[src/pwc_pkg.sv]
// Constants and types for the sector write engine
package pwc_pkg;
   // ****************************************
   // Register byte offsets
   // ****************************************
   localparam logic [7:0] OFS_DATA = 8'h00; // Data words in
   localparam logic [7:0] OFS_ERR = 8'h04; // Error read, writes ignored
   localparam logic [7:0] OFS_SCNT = 8'h08; // Sector count
   localparam logic [7:0] OFS_SNUM = 8'h0c; // Sector number
   localparam logic [7:0] OFS_CYLL = 8'h10; // Cylinder low
   localparam logic [7:0] OFS_CYLH = 8'h14; // Cylinder high
   localparam logic [7:0] OFS_DH = 8'h18; // Device/head
   localparam logic [7:0] OFS_CMD = 8'h1c; // Status read, command write
   localparam logic [7:0] OFS_CTL = 8'h20; // Device control
   localparam logic [7:0] OFS_MULT = 8'h24; // Block size in sectors
   // ****************************************
   // Opcodes, fields and reset values
   // ****************************************
   localparam logic [7:0] OP_FUA = 8'hce; // Multiple write, forced
   localparam logic [6:0] OP_WR_HI = 7'h18; // 30h/31h without bit 0
   localparam int ST_BSY = 7; // Status bit positions
   localparam int ST_RDY = 6;
   localparam int ST_DSC = 4;
   localparam int ST_DRQ = 3;
   localparam int ST_ERR = 0;
   localparam int ER_IDN = 4; // Error bit positions
   localparam int ER_ABT = 2;
   localparam int CTL_HOB = 7; // High order byte select
   localparam int DH_LBA = 6; // Addressing mode bit
   localparam logic [16:0] CNT48_ZERO = 17'h10000; // 65,536 sectors
   localparam logic [16:0] CNT28_ZERO = 17'h00100; // 256 sectors
   localparam logic [7:0] RST_MULT = 8'h01; // Block size after reset
   localparam logic [7:0] RST_DH = 8'ha0; // Device/head after reset
   // ****************************************
   // Types
   // ****************************************
   typedef enum logic [1:0] {
      S_IDLE = 2'b00,
      S_DRQ = 2'b01,
      S_DRAIN = 2'b10,
      S_FLUSH = 2'b11
   } pwc_state_t;
   typedef struct packed {
      logic [15:0] data; // Payload word
      logic [47:0] addr; // Sector address or CHS tuple
      logic lba; // Address is logical
   } pwc_media_t;
endpackage

[src/pwc_track.sv]
// Sector address and remaining-count tracker
`timescale 1ns/10ps
module pwc_track (
   // Clock, reset, enable
   input wire logic hclk,
   input wire logic hresetn,
   input wire logic ce,
   // Control
   input wire logic load,
   input wire logic [47:0] lba_in,
   input wire logic [16:0] cnt_in,
   input wire logic step,
   // State
   output logic [47:0] addr_q,
   output logic [16:0] remain_q
);
   // Step address per finished sector
   always_ff @(posedge hclk or negedge hresetn) begin
      if (!hresetn) begin
         addr_q <= 48'h0;
         remain_q <= 17'h0;
      end else if (ce && load) begin
         addr_q <= lba_in;
         remain_q <= cnt_in;
      end else if (ce && step && remain_q != 17'h0) begin
         addr_q <= addr_q + 48'h1;
         remain_q <= remain_q - 17'h1;
      end
   end
endmodule

[src/pwc_core.sv]
// Task-file write command engine behind an AHB-Lite slave
// Operation
// Opcode CEh starts forced multiple 48-bit write
// Forced write flushes media before ending status
// One interrupt per configured block
// Payload arrives as 16-bit data words
// Every requested sector goes to media
// 48-bit count: current low, previous high
// 48-bit count zero means 65,536
// 48-bit address from current/previous bytes
// Failure address readback, high byte select
// Opcodes 30h/31h start basic write
// Uncorrectable error stops at failing sector
// Basic count zero means 256
// Sector number: sector or address 7:0
// Cylinder bytes: cylinder or address 23:8
// Head field: head or address 27:24
// Retry bit ignored
// Count reads back sectors not transferred
// Address registers show last sector; on success the code shows the sector after it
// Ending status: ready, error only on failure
// Host loads parameters first, data on request
//
// Added by the designer: the address map and the AHB-Lite register port.
`timescale 1ns/10ps
module pwc_core #(
   parameter int WORDS_PER_SECTOR = 256
) (
   // Clock, reset, enable
   input wire logic hclk,
   input wire logic hresetn,
   input wire logic ce,
   // AHB-Lite slave
   input wire logic hsel,
   input wire logic [31:0] haddr,
   input wire logic [1:0] htrans,
   input wire logic hwrite,
   input wire logic [2:0] hsize,
   input wire logic [31:0] hwdata,
   input wire logic hready,
   output logic hreadyout,
   output logic hresp,
   output logic [31:0] hrdata,
   // Host interrupt line
   output logic intrq,
   // Media write path
   output logic media_valid,
   input wire logic media_ready,
   output pwc_pkg::pwc_media_t media_word,
   output logic media_flush,
   input wire logic media_flush_done,
   input wire logic media_err,
   input wire logic media_err_nf
);
   localparam int WCW = $clog2(WORDS_PER_SECTOR);
   localparam logic [WCW-1:0] WC_LAST = WCW'(WORDS_PER_SECTOR - 1);

   // ****************************************
   // Bus front end
   // ****************************************
   logic wr_q; // Write data phase pending
   logic [7:0] wa_q; // Its offset
   logic [31:0] hrdata_q; // Read data, loaded at address phase
   pwc_pkg::pwc_state_t st_q; // Command state
   logic mv_q; // Media word pending
   pwc_pkg::pwc_media_t mw_q; // Media word held

   wire acc = ce & hsel & htrans[1] & hready; // Address phase taken
   wire acc_rd = acc & ~hwrite;
   wire [7:0] ra = haddr[7:0];
   // Data write waits for the media
   wire stall = wr_q & (wa_q == pwc_pkg::OFS_DATA) & mv_q;
   wire commit = wr_q & ce & ~stall;
   wire w_data = commit & (wa_q == pwc_pkg::OFS_DATA);
   wire w_cmd = commit & (wa_q == pwc_pkg::OFS_CMD);
   wire w_ctl = commit & (wa_q == pwc_pkg::OFS_CTL);
   wire w_mult = commit & (wa_q == pwc_pkg::OFS_MULT);
   wire w_dh = commit & (wa_q == pwc_pkg::OFS_DH);
   wire w_tf = commit & (wa_q >= pwc_pkg::OFS_SCNT) &
      (wa_q <= pwc_pkg::OFS_CYLH);
   wire [1:0] tf_idx = 2'(wa_q[4:2] - 3'h2);

   assign hreadyout = ce & ~stall;
   assign hresp = 1'b0;
   assign hrdata = hrdata_q;

   // Capture address phase
   always_ff @(posedge hclk or negedge hresetn) begin
      if (!hresetn) begin
         wr_q <= 1'b0;
         wa_q <= 8'h0;
      end else if (ce && (acc || !stall)) begin
         wr_q <= acc & hwrite;
         wa_q <= ra;
      end
   end

   // ****************************************
   // Task file
   // ****************************************
   logic [7:0] cur_q [4]; // Count, sector, cyl low, cyl high
   logic [7:0] prv_q [4]; // Previously written bytes
   logic [7:0] dh_q; // Device/head
   logic [7:0] ctl_q; // Device control
   logic [7:0] mult_q; // Block size from set-multiple

   // Each count/sector/cylinder write in idle shifts current into previous
   always_ff @(posedge hclk or negedge hresetn) begin
      if (!hresetn) begin
         for (int i = 0; i < 4; i++) begin
            cur_q[i] <= 8'h0;
            prv_q[i] <= 8'h0;
         end
         dh_q <= pwc_pkg::RST_DH;
         ctl_q <= 8'h0;
         mult_q <= pwc_pkg::RST_MULT;
      end else if (ce && st_q == pwc_pkg::S_IDLE) begin
         if (w_tf) begin
            prv_q[tf_idx] <= cur_q[tf_idx];
            cur_q[tf_idx] <= hwdata[7:0];
         end
         if (w_dh)
            dh_q <= hwdata[7:0];
         if (w_ctl)
            ctl_q <= hwdata[7:0];
         if (w_mult)
            mult_q <= hwdata[7:0];
      end
   end

   // ****************************************
   // Command decode
   // ****************************************
   wire [7:0] op = hwdata[7:0];
   wire is_fua = op == pwc_pkg::OP_FUA;
   wire is_basic = op[7:1] == pwc_pkg::OP_WR_HI;
   wire start = w_cmd & (st_q == pwc_pkg::S_IDLE);
   wire lba_mode = dh_q[pwc_pkg::DH_LBA];
   // Previous bytes: upper half
   wire [47:0] lba48 = {prv_q[3], prv_q[2], prv_q[1],
      cur_q[3], cur_q[2], cur_q[1]};
   // Logical or CHS, one layout
   wire [47:0] lba28 = {20'h0, dh_q[3:0], cur_q[3], cur_q[2],
      cur_q[1]};
   wire [15:0] c48 = {prv_q[0], cur_q[0]};
   wire [16:0] cnt48 = (c48 == 16'h0) ? pwc_pkg::CNT48_ZERO :
      {1'b0, c48};
   wire [16:0] cnt28 = (cur_q[0] == 8'h0) ? pwc_pkg::CNT28_ZERO :
      {9'h0, cur_q[0]};

   // ****************************************
   // Sector tracking
   // ****************************************
   logic [47:0] addr;
   logic [16:0] remain;
   logic [WCW-1:0] wc_q; // Word within sector
   logic [7:0] blk_q; // Sectors left in block
   logic fua_q; // Forced multiple command running
   logic lba_q; // Addressing mode latched at start
   wire word_in = w_data & (st_q == pwc_pkg::S_DRQ);
   wire sec_done = word_in & (wc_q == WC_LAST);
   wire blk_end = sec_done & ((blk_q == 8'h1) | (remain == 17'h1));
   wire [7:0] blk_size = (fua_q && mult_q != 8'h0) ? mult_q : 8'h1;

   pwc_track u_track (
      .hclk(hclk),
      .hresetn(hresetn),
      .ce(ce),
      .load(start & (is_fua | is_basic)),
      .lba_in(is_fua ? lba48 : lba28),
      .cnt_in(is_fua ? cnt48 : cnt28),
      .step(sec_done),
      .addr_q(addr),
      .remain_q(remain)
   );

   // ****************************************
   // Command state machine
   // ****************************************
   logic err_q; // Command failed
   logic [7:0] erb_q; // Error register
   logic done_q; // Result readback active
   logic intrq_q; // Pending host interrupt
   logic flush_q; // Media flush request
   wire fail = media_err | media_err_nf;
   wire run = st_q != pwc_pkg::S_IDLE;
   // Drain over, last media word taken
   wire drained = (st_q == pwc_pkg::S_DRAIN) & ~mv_q;
   wire finish = (drained & (remain == 17'h0) & ~fua_q) |
      ((st_q == pwc_pkg::S_FLUSH) & media_flush_done) |
      (run & fail) | (start & ~is_fua & ~is_basic);
   wire blk_irq = drained & (remain != 17'h0);
   wire st_rd = acc_rd & (ra == pwc_pkg::OFS_CMD);

   // Media error cuts the command short
   always_ff @(posedge hclk or negedge hresetn) begin
      if (!hresetn) begin
         st_q <= pwc_pkg::S_IDLE;
      end else if (ce) begin
         case (st_q)
            pwc_pkg::S_IDLE:
               if (start && (is_fua || is_basic))
                  st_q <= pwc_pkg::S_DRQ;
            pwc_pkg::S_DRQ:
               if (fail)
                  st_q <= pwc_pkg::S_IDLE;
               else if (blk_end)
                  st_q <= pwc_pkg::S_DRAIN;
            pwc_pkg::S_DRAIN:
               if (fail || (drained && remain == 17'h0 && !fua_q))
                  st_q <= pwc_pkg::S_IDLE;
               else if (drained && remain == 17'h0)
                  st_q <= pwc_pkg::S_FLUSH;
               else if (drained)
                  st_q <= pwc_pkg::S_DRQ;
            pwc_pkg::S_FLUSH:
               if (fail || media_flush_done)
                  st_q <= pwc_pkg::S_IDLE;
            default:
               st_q <= pwc_pkg::S_IDLE;
         endcase
      end
   end

   // Word and block counters
   always_ff @(posedge hclk or negedge hresetn) begin
      if (!hresetn) begin
         wc_q <= '0;
         blk_q <= 8'h0;
         fua_q <= 1'b0;
         lba_q <= 1'b0;
      end else if (ce) begin
         if (start) begin
            fua_q <= is_fua;
            lba_q <= is_fua | lba_mode;
            wc_q <= '0;
            blk_q <= (is_fua && mult_q != 8'h0) ? mult_q : 8'h1;
         end else if (blk_irq) begin
            blk_q <= blk_size;
         end else if (word_in) begin
            wc_q <= sec_done ? '0 : wc_q + WCW'(1);
            if (sec_done)
               blk_q <= blk_q - 8'h1;
         end
      end
   end

   // Ending status and error bits
   always_ff @(posedge hclk or negedge hresetn) begin
      if (!hresetn) begin
         err_q <= 1'b0;
         erb_q <= 8'h0;
         done_q <= 1'b0;
      end else if (ce) begin
         if (start) begin
            err_q <= ~is_fua & ~is_basic;
            erb_q <= (is_fua | is_basic) ? 8'h0 :
               8'h1 << pwc_pkg::ER_ABT;
            done_q <= 1'b0;
         end else if (run && fail) begin
            err_q <= 1'b1;
            erb_q <= media_err_nf ? 8'h1 << pwc_pkg::ER_IDN :
               8'h1 << pwc_pkg::ER_ABT;
         end
         if (finish && !start)
            done_q <= 1'b1;
         else if (w_tf || w_dh)
            done_q <= 1'b0;
      end
   end

   // New event beats status read
   always_ff @(posedge hclk or negedge hresetn) begin
      if (!hresetn)
         intrq_q <= 1'b0;
      else if (ce) begin
         if (blk_irq || finish)
            intrq_q <= 1'b1;
         else if (st_rd)
            intrq_q <= 1'b0;
      end
   end
   assign intrq = intrq_q;

   // ****************************************
   // Media path
   // ****************************************
   always_ff @(posedge hclk or negedge hresetn) begin
      if (!hresetn) begin
         mv_q <= 1'b0;
         mw_q <= '0;
         flush_q <= 1'b0;
      end else if (ce) begin
         if (run && fail)
            mv_q <= 1'b0;
         else if (word_in) begin
            mv_q <= 1'b1;
            mw_q.data <= hwdata[15:0];
            mw_q.addr <= addr;
            mw_q.lba <= lba_q;
         end else if (media_ready)
            mv_q <= 1'b0;
         flush_q <= (st_q == pwc_pkg::S_FLUSH) & ~media_flush_done &
            ~fail;
      end
   end
   assign media_valid = mv_q;
   assign media_word = mw_q;
   assign media_flush = flush_q;

   // ****************************************
   // Read back
   // ****************************************
   wire high_order_byte_select = ctl_q[pwc_pkg::CTL_HOB];
   wire busy = (st_q == pwc_pkg::S_DRAIN) | (st_q == pwc_pkg::S_FLUSH);
   wire [7:0] status = {busy, ~busy, 1'b0, ~busy,
      st_q == pwc_pkg::S_DRQ, 2'b00, err_q};
   // Failing or next sector; hob picks half
   wire [7:0] r_cnt = high_order_byte_select ? remain[15:8] : remain[7:0];
   wire [7:0] r_sn = high_order_byte_select ? addr[31:24] : addr[7:0];
   wire [7:0] r_cl = high_order_byte_select ? addr[39:32] : addr[15:8];
   wire [7:0] r_ch = high_order_byte_select ? addr[47:40] : addr[23:16];
   wire [7:0] r_dh = {dh_q[7:4], lba_q ? addr[27:24] : dh_q[3:0]};
   wire [7:0] rd_byte =
      (ra == pwc_pkg::OFS_ERR) ? erb_q :
      (ra == pwc_pkg::OFS_SCNT) ? (done_q ? r_cnt : cur_q[0]) :
      (ra == pwc_pkg::OFS_SNUM) ? (done_q ? r_sn : cur_q[1]) :
      (ra == pwc_pkg::OFS_CYLL) ? (done_q ? r_cl : cur_q[2]) :
      (ra == pwc_pkg::OFS_CYLH) ? (done_q ? r_ch : cur_q[3]) :
      (ra == pwc_pkg::OFS_DH) ? (done_q ? r_dh : dh_q) :
      (ra == pwc_pkg::OFS_CMD) ? status :
      (ra == pwc_pkg::OFS_CTL) ? ctl_q :
      (ra == pwc_pkg::OFS_MULT) ? mult_q : 8'h0;

   // Latched at address phase: zero wait
   always_ff @(posedge hclk or negedge hresetn) begin
      if (!hresetn)
         hrdata_q <= 32'h0;
      else if (acc_rd)
         hrdata_q <= {24'h0, rd_byte};
   end

   // ****************************************
   // Checks
   // ****************************************
   a_start_fua: assert property (@(posedge hclk) disable iff (!hresetn)
      ce && start && is_fua |=> st_q == pwc_pkg::S_DRQ && fua_q)
      else $error("forced write did not start");
   a_start_basic: assert property (@(posedge hclk) disable iff (!hresetn)
      ce && start && is_basic |=> st_q == pwc_pkg::S_DRQ && !fua_q)
      else $error("basic write did not start");
   a_flush_end: assert property (@(posedge hclk) disable iff (!hresetn)
      ce && $fell(busy) && $past(st_q) == pwc_pkg::S_FLUSH &&
      !err_q |-> $past(media_flush_done))
      else $error("forced write ended before flush");
   a_zero_cnt48: assert property (@(posedge hclk) disable iff (!hresetn)
      ce && start && is_fua && c48 == 16'h0 |=> remain == 17'h10000)
      else $error("48-bit zero count wrong");
   a_zero_cnt28: assert property (@(posedge hclk) disable iff (!hresetn)
      ce && start && is_basic && cur_q[0] == 8'h0 |=> remain == 17'h100)
      else $error("basic zero count wrong");
   a_addr_load: assert property (@(posedge hclk) disable iff (!hresetn)
      ce && start && is_fua |=> addr == $past(lba48))
      else $error("48-bit address wrong");
   a_word_media: assert property (@(posedge hclk) disable iff (!hresetn)
      ce && word_in && !fail |=> mv_q && mw_q.data == $past(hwdata[15:0]))
      else $error("data word not forwarded");
   a_err_stop: assert property (@(posedge hclk) disable iff (!hresetn)
      ce && run && fail |=> st_q == pwc_pkg::S_IDLE && !mv_q &&
      err_q ##1 !mv_q)
      else $error("write not stopped on error");
   a_block_irq: assert property (@(posedge hclk) disable iff (!hresetn)
      ce && blk_irq |=> intrq_q && st_q == pwc_pkg::S_DRQ &&
      blk_q == $past(blk_size))
      else $error("block interrupt missing");
   a_end_status: assert property (@(posedge hclk) disable iff (!hresetn)
      ce && finish |=> status[pwc_pkg::ST_RDY] &&
      !status[pwc_pkg::ST_BSY] && intrq_q)
      else $error("ending status wrong");
endmodule

[config.mk]
export PLATFORM = sky130hd
export DESIGN_NAME = pwc_core
export DESIGN_NICKNAME = d
export VERILOG_FILES = /design/src/pwc_pkg.sv /design/src/pwc_track.sv /design/src/pwc_core.sv
export SDC_FILE = /design/constraint.sdc
export NUM_CORES = 1
export LEC_CHECK = 0
export BUFFER_PORTS_ARGS = -buffer_cell sky130_fd_sc_hd__clkbuf_2
export CAP_MARGIN = 20
export CORE_MARGIN = 10
export CORE_UTILIZATION = 40
export DETAILED_ROUTE_END_ITERATION = 10
export GPL_TIMING_DRIVEN = 1
export PLACE_DENSITY_LB_ADDON = 0.05
export SETUP_SLACK_MARGIN = 0.5
export SKIP_LAST_GASP = 1
export SYNTH_ARGS = -nofsm -noshare
export SYNTH_HDL_FRONTEND = slang
export SYNTH_HIERARCHICAL = 1
export SYNTH_SLANG_ARGS = --single-unit
[constraint.sdc]
create_clock -name hclk -period 7 [get_ports hclk]
set_input_delay 0 -clock hclk [delete_from_list [all_inputs] [get_ports hclk]]
set_output_delay 0 -clock hclk [all_outputs]
set_load 0.05 [all_outputs]
* After elaboration in Yosys (flattened, before gate mapping)
Index checks and enable logic that the tools add are counted.
** Word-level totals
- Flip-flop bits (word level) :: 268
- Output and inout port bits :: 102
** Cells by class
- Add/subtract/negate cells :: 5
- $lt $le $gt $ge :: 4
- Equal/unequal tests :: 26
- Multiplexer cells :: 66
- Bitwise gates (word level) :: 53
- Reduce and logical (&&, ||, !) cells :: 51
** Operators with widths (number)
- 8-bit 2-to-1 mux :: 32
- 48-bit 2-to-1 mux :: 3
- 17-bit 2-to-1 mux :: 4
- 32-bit bitwise mux :: 2
- 48-bit by 1-bit adder with 48-bit output (second input constant) :: 1
- 8-bit by 5-bit equality test with 1-bit output (second input constant) :: 6
- 1-bit bitwise AND :: 34
- 8-bit by 6-bit equality test with 1-bit output (second input constant) :: 4
- 2-bit AND reduction :: 9
- 17-bit by 1-bit equality test with 1-bit output (second input constant) :: 1
- 17-bit zero test :: 1
- 17-bit nonzero test :: 1
- 17-bit by 1-bit subtractor with 17-bit output (second input constant) :: 1
- 8-bit binary-select mux with 2-bit select :: 1
- 8-bit demux with 2-bit select :: 1
- 8-bit by 4-bit equality test with 1-bit output (second input constant) :: 2
- 8-bit equality test (second input constant) :: 2
- 16-bit zero test :: 1
- 8-bit zero test :: 2
- 2-bit 2-to-1 mux :: 7
- 1-bit logical AND :: 13
- 3-bit nonzero test :: 4
- 1-bit 2-to-1 mux :: 10
- 1-bit inverter :: 10
- 30 further kinds :: 53

* Longest topological paths before layout
- Depth after elaboration :: 13
- Depth in mapped cells :: 15
- Depth with buffers taken out :: 10

* Cells and area by module
Netlist, hierarchy kept.
** By module, submodules not included
- pwc_core :: times used 1, cells each 913, area each 10282.4 um^2
- pwc_track :: times used 1, cells each 474, area each 4051.4 um^2

* Least setup slack after synthesis
No wires, ideal clock.
- Path kind :: flip-flop to flip-flop
- Start :: reg mv_q, in the netlist media_valid
- End :: reg u_track.addr_q[34]
- Data arrival time :: 3.017 ns
- Slack :: 3.901 ns
- Stages on the path, launching flop included :: 10
- Path buffers :: 1
- Period minus slack after synthesis :: 3.099 ns
- Cell sequence :: dfrtp_1 -> or4b_1 -> nor4_4 -> and2_1 -> buf_6 -> and4_1 -> nand4_1 -> a211o_4 -> or3_1 -> a31oi_1
** On the way
- Longest elaborated chain between the ends :: 9
- Elaborated cells between the ends (all ways) :: 14
** RTL lines
- start: declaration :: line pwc_core.sv:65 : logic mv_q;
- start signal: assignment :: line pwc_core.sv:290 : mv_q <= 1'b0;
- start signal: assignment :: line pwc_core.sv:295 : mv_q <= 1'b0;
- start signal: assignment :: line pwc_core.sv:297 : mv_q <= 1'b1;
- 1-bit bitwise AND :: line pwc_core.sv:72 : wire stall = wr_q & (wa_q == pwc_pkg::OFS_DATA) & mv_q;
- 1-bit inverter :: line pwc_core.sv:73 : wire commit = wr_q & ce & ~stall;
- 1-bit bitwise AND :: line pwc_core.sv:73
- 1-bit bitwise AND :: line pwc_core.sv:74 : wire w_data = commit & (wa_q == pwc_pkg::OFS_DATA);
- 1-bit bitwise AND :: line pwc_core.sv:160 : wire word_in = w_data & (st_q == pwc_pkg::S_DRQ);
- 1-bit bitwise AND :: line pwc_core.sv:161 : wire sec_done = word_in & (wc_q == WC_LAST);
- via sec_done :: line pwc_core.sv:161
- 1-bit logical AND (2 in a row) :: line pwc_track.sv:25 : end else if (ce && step && remain_q != 17'h0) begin
- 2-bit nonzero test (no source line)
- end signal: assignment :: line pwc_track.sv:23 : addr_q <= lba_in;
- end signal: assignment :: line pwc_track.sv:26 : addr_q <= addr_q + 48'h1;
- end: declaration :: line pwc_track.sv:14 : output logic [47:0] addr_q,
The timed path passes the listed nets, and every way through them passes these cells.
A chain may end at the register's enable or synchronous reset.

* Worst setup path in the final report
- Start :: reg wa_q[3]
- End :: reg u_track.addr_q[41]
** On the way
- Longest elaborated chain between the ends :: 11
- Elaborated cells between the ends (all ways) :: 17
** RTL lines
- start: declaration :: line pwc_core.sv:62 : logic [7:0] wa_q;
- start signal: assignment :: line pwc_core.sv:94 : wa_q <= ra;
- 8-bit zero test :: line pwc_core.sv:72, pwc_core.sv:74
- 1-bit bitwise AND (2 in a row) :: line pwc_core.sv:72
- 1-bit inverter :: line pwc_core.sv:73
- 1-bit bitwise AND :: line pwc_core.sv:73
- 1-bit bitwise AND :: line pwc_core.sv:74
- 1-bit bitwise AND :: line pwc_core.sv:160
- 1-bit bitwise AND :: line pwc_core.sv:161
- 1-bit logical AND (2 in a row) :: line pwc_track.sv:25
- 2-bit nonzero test (no source line)
Several ways; a longest one is shown, not always the timed one.

==> load_flow_metrics.sql <==
INSERT INTO impl_metrics (metric_group, metric, value, unit) VALUES
('worst_setup_path', 'critical_path_peak_fanout', '18', ''),
('sta', 'setup_slack', '2.57', 'ns'),
('floorplan', 'floorplan.die_area', '0.0438', 'mm²'),
('worst_setup_path', 'timing_worst_setup_path_type', 'register to register', ''),
('logic_synthesis', 'synth_edf_count', '0', ''),
('cts', 'cts.sink_count', '262', ''),
('sta', 'maxSlewViolCount', '0', ''),
('detailed_routing', 'first_pass_iters', '5', ''),
('cts', 'worst_setup_hold_path_clk_slew', '0.06', 'ns'),
('sta', 'finalHoldViolations', '1', ''),
('cts', 'cts_post_setup_buffers_inserted', '0', ''),
('sta', 'max_clock_freq', '0.225', 'GHz'),
('min_path', 'hold_class', 'primary input to async pin', ''),
('cts', 'clk_root_buffer_cell', 'sky130_fd_sc_hd__clkbuf_16', ''),
('sta', 'timing.final.crit_share', '63.4', '%'),
('detailed_routing', 'totalWireLength', '47000', 'µm'),
('cts', 'clockBufferDepth', '3', ''),
('placed_design', 'dp_hpwl', '33000', 'µm'),
('floorplan', 'dieHeight', '209', 'µm'),
('logic_synthesis', 'synth_compound_area_share', '10.5', '%'),
('global_routing', 'pin_count_of_the_biggest_net_entering_global_routing', '127', ''),
('global_routing', 'grt_pass1_wl', '72300', 'µm'),
('floorplan', 'num_rows', '69', ''),
('sta', 'transition_time_at_the_pin_with_the_least_slew_margin', '1.16', 'ns'),
('worst_setup_path', 'worst_r2r_path_depth', '9', ''),
('floorplan', 'initial_utilization', '40.4', '%'),
('run_status', 'outcome', 'finished, violations left', ''),
('worst_setup_path', 'crit_end', 'u_track/addr_q[41]$_DFFE_PN0P_', ''),
('global_routing', 'initial_antenna_violation_count', '1', ''),
('worst_setup_path', 'end_kind', 'register', ''),
('placed_design', 'detailedPlace.worstSlack', '2.67', 'ns'),
('pwr', 'power_per_cell_area', '208', 'mW/mm²'),
('cts', 'cts_buffers', '30', ''),
('worst_setup_path', 'ff2ff_setup_slack', '2.57', 'ns'),
('worst_setup_path', 'setup.worst_path.start_class', 'register', ''),
('final_layout', 'fillerInstances', '3398', ''),
('floorplan', 'io-pin-count', '181', ''),
('logic_synthesis', 'post_synth_fa_ha_maj_area_fraction', '0.436', '%'),
('logic_synthesis', 'synth_flop_cell', 'sky130_fd_sc_hd__dfrtp_1', ''),
('worst_setup_path', 'arrival', '4.94', 'ns'),
('sta', 'min_period', '4.43', 'ns'),
('final_layout', 'n_antenna_cell', '0', ''),
('logic_synthesis', 'syn-cell-area', '0.0143', 'mm²'),
('logic_synthesis', 'synth_top_family_by_area', 'multiplexers', ''),
('worst_setup_path', 'critical_path_cell_by_cell', 'or4_4 > nor4_4 > and2_1 > buf_4 > nand2_1 > nor4_1 > nand4_1 > or4b_1 > nand3_1', ''),
('worst_setup_path', 'delay_of_the_slowest_cell_on_the_worst_path', '0.72', 'ns'),
('logic_synthesis', 'ys_ff_latch', '262', ''),
('logic_synthesis', 'synth_mux_area_share', '18.0', '%'),
('sta', 'final_layout_worst_hold_slack', '-0.00226', 'ns'),
('cts', 'ctsHtreeMaxLevel', '1', ''),
('floorplan', 'core_area', '0.0355', 'mm²'),
('sta', 'accumulated_negative_setup_slack', '0', 'ns'),
('logic_synthesis', 'average_footprint_of_a_synthesized_cell', '10.3', 'µm²'),
('logic_synthesis', 'netlist.top_cell.by_area', 'sky130_fd_sc_hd__dfrtp_1', ''),
('final_layout', 'area_growth_syn_to_layout', '14.9', '%'),
('job', 'drv.max_cap_violation_count', '0', ''),
('logic_synthesis', 'post_synth_cell_types', '83', ''),
('detailed_routing', 'route.detailed.wl_per_inst', '23.8', 'µm'),
('logic_synthesis', 'yosys.area_share.simple', '17.6', '%'),
('detailed_routing', 'detailedRoute.firstIterationViolations', '857', ''),
('worst_setup_path', 'critical_path_required', '7.51', 'ns'),
('logic_synthesis', 'synth-xor-area-share', '2.93', '%'),
('sta', 'finalClockSkew', '0.0122', 'ns'),
('global_routing', 'first_global_vias', '11300', ''),
('cts', 'clk-insertion-delay-late', '0.58', 'ns'),
('run_status', 'failing_checks', 'negative hold slack', ''),
('sta', 'setup_violations', '0', ''),
('logic_synthesis', 'syn_inst', '1387', ''),
('global_routing', 'globalRouteTotalUtil', '21.0', '%'),
('pwr', 'p_leak', '7.56', 'nW'),
('worst_setup_path', 'worstReg2RegStart', 'wa_q[3]$_DFFE_PN0P_', '');
## state kept, by name, summed over array words and instances (netlist names), 2 cells and up
signal            cells
c48                  16
u_track/addr_q       48
media_word           65
ctl_q                 8
mult_q                8
dh_q                  8
blk_q                 8
wa_q                  8
cur_q                24
lba48                24
erb_q                 2
hrdata                8
st_q                  2
u_track/remain_q     17
wc_q                  8
## logic make-up after synthesis
group,after synthesis
xor+xnor,48
buf+inv,139
mux,226
simple gates,476
other cells,1
compound gates,230
flops,262
fa+ha+maj,5
## per-layer routing
layer / share of wire [%] / track usage [%] / vias to the layer above
li1: - / - / 5236
met4: 2.2 / 5.11 / 0
met3: 5.2 / 3.18 / 56
met1: 46 / 29.6 / 5720
met5: 0 / 0 / -
met2: 46 / 33.2 / 332
## stage by stage
stage	utilization (%)	hold WS, ns	power [mW]	std cells	area (µm²)
finish	46.4	-0.00226	3.43	1975	16500
global route	46.4	0.0393	3.56	1975	16500
CTS	46.4	0.0163	3.48	1974	16500
detailed placement	42.6	0.0383	1.85	1884	15100
global placement	42.6	0.0340	1.84	1884	15100
floorplan	-	-0.296	1.75	1411	14400
## report_power, final
part | switching (mW) | internal [mW] | total [mW]
Sequential | 0.0405 | 1.54 | 1.58
Combinational | 0.176 | 0.0779 | 0.254
Clock | 0.653 | 0.946 | 1.60
Total | 0.870 | 2.56 | 3.43
## worst min path at each step
| stage | from | end | cells past startpoint |
|---|---|---|---|
| 6_report | hresetn | u_track/remain_q[12]$_DFFE_PN0P_ | 2 |
| 5_1_grt | hresetn | u_track/remain_q[3]$_DFFE_PN0P_ | 2 |
| 4_1_cts | hresetn | u_track/remain_q[12]$_DFFE_PN0P_ | 2 |
| 3_5_place_dp | hresetn | u_track/remain_q[13]$_DFFE_PN0P_ | 1 |
| 3_3_place_gp | hresetn | u_track/remain_q[13]$_DFFE_PN0P_ | 1 |
| 2_1_floorplan | hresetn | blk_q[0]$_DFFE_PN0P_ | 0 |
## Yosys cell counts, types with 4 or more instances
cell / n
sky130_fd_sc_hd__a2111oi_2: 8
sky130_fd_sc_hd__a211o_1: 7
sky130_fd_sc_hd__a211oi_1: 9
sky130_fd_sc_hd__a21o_1: 10
sky130_fd_sc_hd__a21oi_1: 53
sky130_fd_sc_hd__a22oi_1: 8
sky130_fd_sc_hd__a31oi_1: 15
sky130_fd_sc_hd__and2_1: 34
sky130_fd_sc_hd__and3_1: 9
sky130_fd_sc_hd__and4_1: 10
sky130_fd_sc_hd__buf_1: 6
sky130_fd_sc_hd__buf_2: 15
sky130_fd_sc_hd__buf_4: 30
sky130_fd_sc_hd__buf_6: 4
sky130_fd_sc_hd__clkbuf_1: 58
sky130_fd_sc_hd__dfrtp_1: 259
sky130_fd_sc_hd__ha_1: 5
sky130_fd_sc_hd__inv_1: 23
sky130_fd_sc_hd__mux2_2: 168
sky130_fd_sc_hd__mux2i_1: 47
sky130_fd_sc_hd__mux4_2: 8
sky130_fd_sc_hd__nand2_1: 141
sky130_fd_sc_hd__nand2b_1: 8
sky130_fd_sc_hd__nand3_1: 49
sky130_fd_sc_hd__nand4_1: 30
sky130_fd_sc_hd__nor2_1: 77
sky130_fd_sc_hd__nor2b_1: 5
sky130_fd_sc_hd__nor3_1: 25
sky130_fd_sc_hd__nor3b_1: 4
sky130_fd_sc_hd__nor4_1: 31
sky130_fd_sc_hd__nor4_2: 5
sky130_fd_sc_hd__nor4b_1: 6
sky130_fd_sc_hd__o21ai_0: 46
sky130_fd_sc_hd__o21ai_1: 35
sky130_fd_sc_hd__o22ai_1: 4
sky130_fd_sc_hd__or3_1: 12
sky130_fd_sc_hd__or4_1: 6
sky130_fd_sc_hd__xnor2_1: 37
sky130_fd_sc_hd__xor2_1: 11
## critical path: cells and delay by family, from the launching register on
family	cells	cell delay, ns
and+or+nand+nor	8	3.40
DFF	1	0.72
buffers and inverters	1	0.24
## layout make-up
type | count | area (µm²) | area share, %
clock buffers | 47 | 896 | 5.44
repair buffers | 162 | 1050 | 6.37
multi-input cells | 1010 | 7200 | 43.7
well taps | 461 | 577 | 3.50
flip-flops and latches | 262 | 6560 | 39.8
clock inverters | 9 | 95.1 | 0.577
inverters | 24 | 90.1 | 0.547
## what timing repair did
item                                    CTS  global route
endpoints found under the setup margin    0             0
hold endpoints to repair                165             0
hold buffers                             34             0
resized for setup                         0             0
(Power assumes the default switching activity.)
